## src/rts_pkg.sv

```systemverilog
// shared constants for the reset sequencer and transmit clock selector
// assumes one 100 MHz system clock feeds every user of this package
package rts_pkg;

  localparam int          CLK_PERIOD_NS    = 10;
  // reset pulse length, least time, so rounded up
  localparam int          RST_HOLD_NS      = 100;
  localparam int          RST_HOLD_CYC_I   = (RST_HOLD_NS + CLK_PERIOD_NS - 1) / CLK_PERIOD_NS;
  localparam int          CNT_W            = 8;
  localparam logic [7:0]  RST_HOLD_CYC     = RST_HOLD_CYC_I[7:0];
  // local symbol period, divided down from the system clock
  localparam int          LOCAL_SYM_NS     = 40;
  localparam int          LOCAL_DIV_DEF    = LOCAL_SYM_NS / CLK_PERIOD_NS;

  // quinary symbol coding on each pair
  localparam int          SYM_W            = 3;
  localparam int          PAIRS            = 4;
  localparam logic [2:0]  IDLE_SYM         = 3'h0;
  localparam int          BUF_DEPTH        = 2;

  typedef enum logic {
    SRC_LOCAL     = 1'b0,
    SRC_RECOVERED = 1'b1
  } rts_src_t;

  typedef enum logic {
    ROLE_LEADER   = 1'b0,
    ROLE_FOLLOWER = 1'b1
  } rts_role_t;

endpackage

```

## src/rts_tx_clock_ctrl.sv

```systemverilog
// reset sequencing and transmit symbol clock selection for a four-pair phy
// assumes requests and role come from logic on clk_in; recovered clock is a pin
//
// What this block does
// - coding reset on power-on or management request
// - symbol tick locked to transmit symbol clock
// - continuously send one quinary symbol per pair
// - all four pairs update on one clock
// - leader role uses the local clock source
// - follower role uses the recovered clock
// - role value passed on continuously every cycle
`timescale 1ns/100ps
`default_nettype none
module rts_tx_clock_ctrl
  import rts_pkg::*;
#(
  parameter int LOCAL_DIV = LOCAL_DIV_DEF
) (
  // clock and reset
  input  wire logic             clk_in,
  input  wire logic             rst_n_in,
  // reset requests
  input  wire logic             mgmt_reset_req_in,
  input  wire logic             phy_ctrl_reset_req_in,
  // role and recovered clock
  input  wire logic             role_indication_in,
  input  wire logic             recovered_clock_in,
  // symbol stream in
  input  wire logic             sym_valid_in,
  input  wire logic [SYM_W-1:0] sym_a_in,
  input  wire logic [SYM_W-1:0] sym_b_in,
  input  wire logic [SYM_W-1:0] sym_c_in,
  input  wire logic [SYM_W-1:0] sym_d_in,
  output var  logic             sym_ready_out,
  // pair outputs
  output var  logic [SYM_W-1:0] pair_a_out,
  output var  logic [SYM_W-1:0] pair_b_out,
  output var  logic [SYM_W-1:0] pair_c_out,
  output var  logic [SYM_W-1:0] pair_d_out,
  output var  logic             symbol_tick_out,
  // status
  output var  logic             tx_clock_sel_out,
  output var  logic             role_indication_out,
  output var  logic             coding_reset_out,
  output var  logic             attach_reset_out
);

  // refused at elaboration: the divider counter is only eight bits wide
  if (LOCAL_DIV < 1 || LOCAL_DIV > 255) begin
    $error("rts_tx_clock_ctrl: LOCAL_DIV out of range");
  end

  localparam logic [7:0] DIV_LAST = 8'(LOCAL_DIV - 1);

  logic             rst_s1_q;
  logic             rst_n_q;
  logic             rc_s1_q;
  logic             rc_s2_q;
  logic             rc_s3_q;
  logic [CNT_W-1:0] coding_cnt_q;
  logic [CNT_W-1:0] attach_cnt_q;
  logic [7:0]       loc_cnt_q;
  logic             loc_tick;
  logic             rec_edge;
  logic             tick;
  logic             attach_req;
  logic             buf_valid;
  logic [PAIRS*SYM_W-1:0] buf_data;
  logic             buf_ready;

  // reset release through two flops
  always_ff @(posedge clk_in or negedge rst_n_in) begin
    if (!rst_n_in) begin
      rst_s1_q <= 1'b0;
      rst_n_q  <= 1'b0;
    end else begin
      rst_s1_q <= 1'b1;
      rst_n_q  <= rst_s1_q;
    end
  end

  // recovered clock is asynchronous; only its synchronised copy is edge-detected
  always_ff @(posedge clk_in or negedge rst_n_q) begin
    if (!rst_n_q) begin
      rc_s1_q <= 1'b0;
      rc_s2_q <= 1'b0;
      rc_s3_q <= 1'b0;
    end else begin
      rc_s1_q <= recovered_clock_in;
      rc_s2_q <= rc_s1_q;
      rc_s3_q <= rc_s2_q;
    end
  end

  assign rec_edge = rc_s2_q && !rc_s3_q;

  always_ff @(posedge clk_in or negedge rst_n_q) begin
    if (!rst_n_q) begin
      role_indication_out <= ROLE_LEADER;
    end else begin
      role_indication_out <= role_indication_in;
    end
  end

  // coding reset: power-on loads the counter, management reloads it
  always_ff @(posedge clk_in or negedge rst_n_q) begin
    if (!rst_n_q) begin
      coding_cnt_q     <= RST_HOLD_CYC;
      coding_reset_out <= 1'b1;
    end else if (mgmt_reset_req_in) begin
      coding_cnt_q     <= RST_HOLD_CYC;
      coding_reset_out <= 1'b1;
    end else if (coding_cnt_q != 8'h00) begin
      coding_cnt_q     <= coding_cnt_q - 8'h01;
      coding_reset_out <= (coding_cnt_q > 8'h01);
    end
  end

  // a role change forces an attachment reset so the source swap happens quietly
  assign attach_req = mgmt_reset_req_in || phy_ctrl_reset_req_in ||
                      (role_indication_out != tx_clock_sel_out);

  always_ff @(posedge clk_in or negedge rst_n_q) begin
    if (!rst_n_q) begin
      attach_cnt_q     <= RST_HOLD_CYC;
      attach_reset_out <= 1'b1;
    end else if (attach_req) begin
      attach_cnt_q     <= RST_HOLD_CYC;
      attach_reset_out <= 1'b1;
    end else if (attach_cnt_q != 8'h00) begin
      attach_cnt_q     <= attach_cnt_q - 8'h01;
      attach_reset_out <= (attach_cnt_q > 8'h01);
    end
  end

  // source follows the role only while ticks are held off
  always_ff @(posedge clk_in or negedge rst_n_q) begin
    if (!rst_n_q) begin
      tx_clock_sel_out <= SRC_LOCAL;
    end else if (attach_reset_out) begin
      tx_clock_sel_out <= (role_indication_out == ROLE_FOLLOWER) ?
                          SRC_RECOVERED : SRC_LOCAL;
    end
  end

  always_ff @(posedge clk_in or negedge rst_n_q) begin
    if (!rst_n_q) begin
      loc_cnt_q <= 8'h00;
    end else if (attach_reset_out || loc_cnt_q == 8'h00) begin
      loc_cnt_q <= DIV_LAST;
    end else begin
      loc_cnt_q <= loc_cnt_q - 8'h01;
    end
  end

  assign loc_tick = !attach_reset_out && (loc_cnt_q == 8'h00);
  assign tick     = !attach_reset_out &&
                    ((tx_clock_sel_out == SRC_RECOVERED) ? rec_edge : loc_tick);

  rts_pair_buf #(
    .W (PAIRS * SYM_W)
  ) u_buf (
    .clk_in       (clk_in),
    .rst_n_in     (rst_n_q),
    .wr_valid_in  (sym_valid_in),
    .wr_data_in   ({sym_a_in, sym_b_in, sym_c_in, sym_d_in}),
    .wr_ready_out (buf_ready),
    .rd_valid_out (buf_valid),
    .rd_data_out  (buf_data),
    .rd_ready_in  (tick)
  );

  assign sym_ready_out = buf_ready;

  // one enable drives all four pairs; an empty buffer sends idle, never a gap
  always_ff @(posedge clk_in or negedge rst_n_q) begin
    if (!rst_n_q) begin
      pair_a_out      <= IDLE_SYM;
      pair_b_out      <= IDLE_SYM;
      pair_c_out      <= IDLE_SYM;
      pair_d_out      <= IDLE_SYM;
      symbol_tick_out <= 1'b0;
    end else begin
      symbol_tick_out <= tick;
      if (tick) begin
        if (buf_valid) begin
          {pair_a_out, pair_b_out, pair_c_out, pair_d_out} <= buf_data;
        end else begin
          {pair_a_out, pair_b_out, pair_c_out, pair_d_out} <= {PAIRS{IDLE_SYM}};
        end
      end
    end
  end
endmodule
`default_nettype wire

```

## src/rts_pair_buf.sv

```systemverilog
// two-entry buffer for the four-pair symbol vector
// assumes writer and reader share clk_in; ready on the write side is registered
`timescale 1ns/100ps
`default_nettype none
module rts_pair_buf
  import rts_pkg::*;
#(
  parameter int W = PAIRS * SYM_W
) (
  // clock and reset
  input  wire logic         clk_in,
  input  wire logic         rst_n_in,
  // write side
  input  wire logic         wr_valid_in,
  input  wire logic [W-1:0] wr_data_in,
  output var  logic         wr_ready_out,
  // read side
  output var  logic         rd_valid_out,
  output var  logic [W-1:0] rd_data_out,
  input  wire logic         rd_ready_in
);

  // pointers and count are sized for exactly two entries
  if (W < 1 || BUF_DEPTH != 2) begin
    $error("rts_pair_buf: width must be positive and depth two");
  end

  logic [W-1:0] mem_q [BUF_DEPTH];
  logic         wr_ptr_q;
  logic         rd_ptr_q;
  logic [1:0]   cnt_q;
  logic         push;
  logic         pop;
  logic [1:0]   cnt_d;

  assign push         = wr_valid_in && wr_ready_out;
  assign pop          = rd_valid_out && rd_ready_in;
  assign rd_valid_out = (cnt_q != 2'h0);
  assign rd_data_out  = mem_q[rd_ptr_q];
  assign cnt_d        = cnt_q + {1'b0, push} - {1'b0, pop};

  always_ff @(posedge clk_in or negedge rst_n_in) begin
    if (!rst_n_in) begin
      cnt_q        <= 2'h0;
      wr_ready_out <= 1'b0;
    end else begin
      cnt_q        <= cnt_d;
      wr_ready_out <= (cnt_d != 2'h2);
    end
  end

  always_ff @(posedge clk_in or negedge rst_n_in) begin
    if (!rst_n_in) begin
      wr_ptr_q <= 1'b0;
      rd_ptr_q <= 1'b0;
    end else begin
      if (push) wr_ptr_q <= ~wr_ptr_q;
      if (pop) rd_ptr_q <= ~rd_ptr_q;
    end
  end

  // storage needs no reset; it is only read while the count says valid
  always_ff @(posedge clk_in) begin
    if (push) mem_q[wr_ptr_q] <= wr_data_in;
  end

endmodule
`default_nettype wire

```

## config.mk

```make
export PLATFORM = sky130hd
export DESIGN_NAME = rts_tx_clock_ctrl
export DESIGN_NICKNAME = d
export VERILOG_FILES = /design/src/rts_pkg.sv /design/src/rts_tx_clock_ctrl.sv /design/src/rts_pair_buf.sv
export SDC_FILE = /design/constraint.sdc
export NUM_CORES = 1
export LEC_CHECK = 0
export ABC_AREA = 1
export BUFFER_PORTS_ARGS = -buffer_cell sky130_fd_sc_hd__clkbuf_2
export CORE_MARGIN = 2
export CORE_UTILIZATION = 35
export CTS_CLUSTER_DIAMETER = 100
export DETAILED_ROUTE_END_ITERATION = 7
export PLACE_DENSITY_LB_ADDON = 0.15
export SKIP_LAST_GASP = 1
export SYNTH_ARGS = -nofsm -noshare
export SYNTH_HDL_FRONTEND = slang
export SYNTH_HIERARCHICAL = 1
export SYNTH_SLANG_ARGS = --single-unit
```

## constraint.sdc

```tcl
create_clock -name clk_in -period 2.17 [get_ports clk_in]
set_clock_uncertainty 0.1 [all_clocks]
set_input_delay 0.434 -clock clk_in [delete_from_list [all_inputs] [get_ports clk_in]]
set_output_delay 0.434 -clock clk_in [all_outputs]
set_load 0.05 [all_outputs]
```

==> out/metrics.cfg <==
[run_status]
outcome = complete, no violations

[grt]
grt_pass1_wl_um = 11800
grt-ovfl-total = 0
grt_start_max_net_pins = 43
grt_pass1_vias = 2434
antenna_found_initial = 0
track_usage_pct = 13.5

[synth]
synth_common_cells = nand2_1 (122), inv_1 (51), dfrtp_1 (45)
netlist_top_cells_area = dfrtp_1 (32%), edfxtp_1 (20%), nand2_1 (13%)
ys_types = 33
yosysSeqAreaShare_pct = 56.2
synthFlopType = dfrtp_1
synth_area_leader_cell = dfrtp_1
yosysWarnings = 6
ys_seq_elements = 75
synth_edf_count = 24
postSynthCellCount = 392
synth_async_sr_flop_share_pct = 68.0
synth_area_per_cell_um2 = 9.09
synth.cell_area_mm2 = 0.00356
yosysMostFrequentCell = nand2_1
synth_top_area_share_pct = 31.6
synth_nets = 420

[placement]
place_hpwl_um = 4790
port_buffers = 36
place_area_mm2 = 0.00393
gp_congestion = 0.806

[run]
cap_viol_max_count = 0

[power]
pwr-share-comb_pct = 17.3
p_leak_uw = 0.00212
pwr-share-seq_pct = 50.2
swShare_pct = 30.9
p_per_area_mw_per_mm2 = 821
internal_power_uw = 2380
p_sw_uw = 1070
clkPwrFrac_pct = 32.5
ir_worst_vdd_mv = 0.356
power.total_uw = 3450

[layout]
fin_util_pct = 42.8
area_growth_pct = 17.8
drive_gt1_share_pct = 24.3
postLayoutCellArea_mm2 = 0.00420
nets = 472
antenna_cells = 0

[die]
rows = 36
dieArea_mm2 = 0.0110
die_x_um = 105
initial_core_util_pct = 36.3
dieHeight_um = 105
core_area_mm2 = 0.00982
io_pins = 37

[clock_tree]
h-tree-depth = 3
cts.sinks = 75
clk_pin_slew_ns = 0.08
clockBufferDepth = 2
worstSkewPairLatency_ns = 0.36
cts_inserted_buffers = 9
root_buffer = clkbuf_8
tritoncts = yes

[setup_path]
arrival_ns = 2.23
timing.rr.start = loc_cnt_q[1]
crit_start = loc_cnt_q[1]
cp.required_ns = 2.32
crit_fanout = 3
end_kind = flip-flop
path_class = flip-flop to flip-flop
crit_path_start_kind = flip-flop

[sta]
max_freq_mhz = 482
final_max_slew_viol_count = 0
worstMarginPinSlew_ns = 0.505
rsz0062_at_grt = true
fin_crit_ns = 2.08
finalHoldViolations = 0
timing.final.crit_share_pct = 95.7
slew_headroom_pct = 66.3
finalSetupViolCount = 0
whs_ns = 0.00895

[detailed_routing]
vias = 2544
drcViolationCount = 0
drtPass1Iterations = 4
drt_iter0_markers = 94
ant_nets = 0
wl_per_cell_um = 11.6
routed_wl_um = 6760
via_per_inst = 4.37

[hold_path]
hp-class = flip-flop to asynchronous set/reset pin

## final timing paths
check / to / slack [ns] / depth (start not counted)
max in group asynchronous: attach_reset_out / 1.43 / 1
hold reg to reg: coding_cnt_q[0] / 0.009 / 0
min in group clk_in: rc_s1_q / 0.09 / 1
setup reg to reg: u_buf/wr_ready_out / 0.09 / 18
setup / recovery: u_buf/wr_ready_out / 0.09 / 18
hold / removal: coding_cnt_q[0] / 0.009 / 0
## cells in the final DEF (no fill, tap or decap), types with 2 or more instances in the layout
| cell | n |
|---|---|
| ha_1 | 7 |
| nor2_4 | 4 |
| dfstp_2 | 6 |
| a21oi_1 | 6 |
| nand2_1 | 121 |
| dfrtp_2 | 2 |
| nand3_1 | 32 |
| nor2_1 | 35 |
| xor2_1 | 6 |
| inv_1 | 46 |
| o21ai_1 | 2 |
| nand2_2 | 12 |
| nand2_4 | 2 |
| clkinv_4 | 2 |
| nor3_1 | 3 |
| o21ai_0 | 6 |
| edfxtp_1 | 24 |
| buf_4 | 8 |
| ha_4 | 2 |
| nand3_2 | 2 |
| nand4_1 | 4 |
| clkbuf_2 | 36 |
| inv_2 | 10 |
| dfrtp_1 | 43 |
| xnor2_1 | 2 |
| inv_6 | 3 |
| clkbuf_8 | 9 |
## registers in the layout, summed over array words and instances (netlist names), 2 cells and up
name / cells
u_buf/cnt_q: 2
pair_d_out: 3
loc_cnt_q: 8
coding_cnt_q: 8
attach_cnt_q: 8
pair_b_out: 3
pair_a_out: 3
u_buf/mem_q: 24
pair_c_out: 3
## metal layers
layer	wire length (um)	global-route usage (%)	share of wire [%]
met5	0	0	0
met4	108	5.71	1.6
met3	201	3.06	3.0
met2	3150	20.7	47
met1	3290	18.5	49
## kinds of logic after synthesis
group | synth area share (%)
AO/OA/AOI/OAI | 1.97
XOR/XNOR | 1.97
adder cells (fa/ha/maj) | 3.16
buffers and inverters | 7.69
flip-flops | 56.2
other | 0.105
AND/OR/NAND/NOR | 28.9
## final cells by class
class | count | area [um2]
multi-input cells | 253 | 1320
inverters | 58 | 221
clock buffers | 9 | 124
repair buffers | 47 | 282
well taps | 133 | 166
flip-flops and latches | 75 | 2010
clock inverters | 7 | 81.3
fillers | 1013 | 5620
## power by group through the flow
stage / registers (uW) / clock network, uW / logic, uW
floorplan: 1790 / 0 / 379
global placement: 1750 / 0 / 578
detailed placement: 1750 / 0 / 593
CTS: 1730 / 1160 / 594
global route: 1750 / 1220 / 693
finish: 1730 / 1120 / 597
## critical path: stages (launching register included)
cell and delay, ns:
dfrtp_1 0.38, inv_2 0.09, ha_4 0.13, inv_2 0.03, nor3_4 0.20, nand3_4 0.10, nand2_4 0.10, inv_4 0.04
nor2_4 0.10, inv_2 0.04, nand3_2 0.06, nand2_2 0.06, ha_4 0.16, inv_2 0.03, nand2_1 0.04, nand2_1 0.08
nand3_1 0.09, nand2_2 0.09, nand2_2 0.04
## what timing repair did
| item | in CTS | in global routing |
|---|---|---|
| hold buffers | 1 | 0 |
| buffers inserted | 0 | 2 |
| endpoints found under the setup margin | 0 | 2 |
| endpoints found under the hold margin | 2 | 0 |
| gates resized for setup | 0 | 13 |
## metrics by stage
step / worst slack, ns / TNS (ns) / cells
floorplan: 0.0286 / 0 / 392
global placement: 0.115 / 0 / 563
global route: -0.0795 / -0.130 / 582
finish: 0.0934 / 0 / 582
CTS: 0.0338 / 0 / 580
detailed placement: 0.0428 / 0 / 563
(Power assumes the default switching activity.)
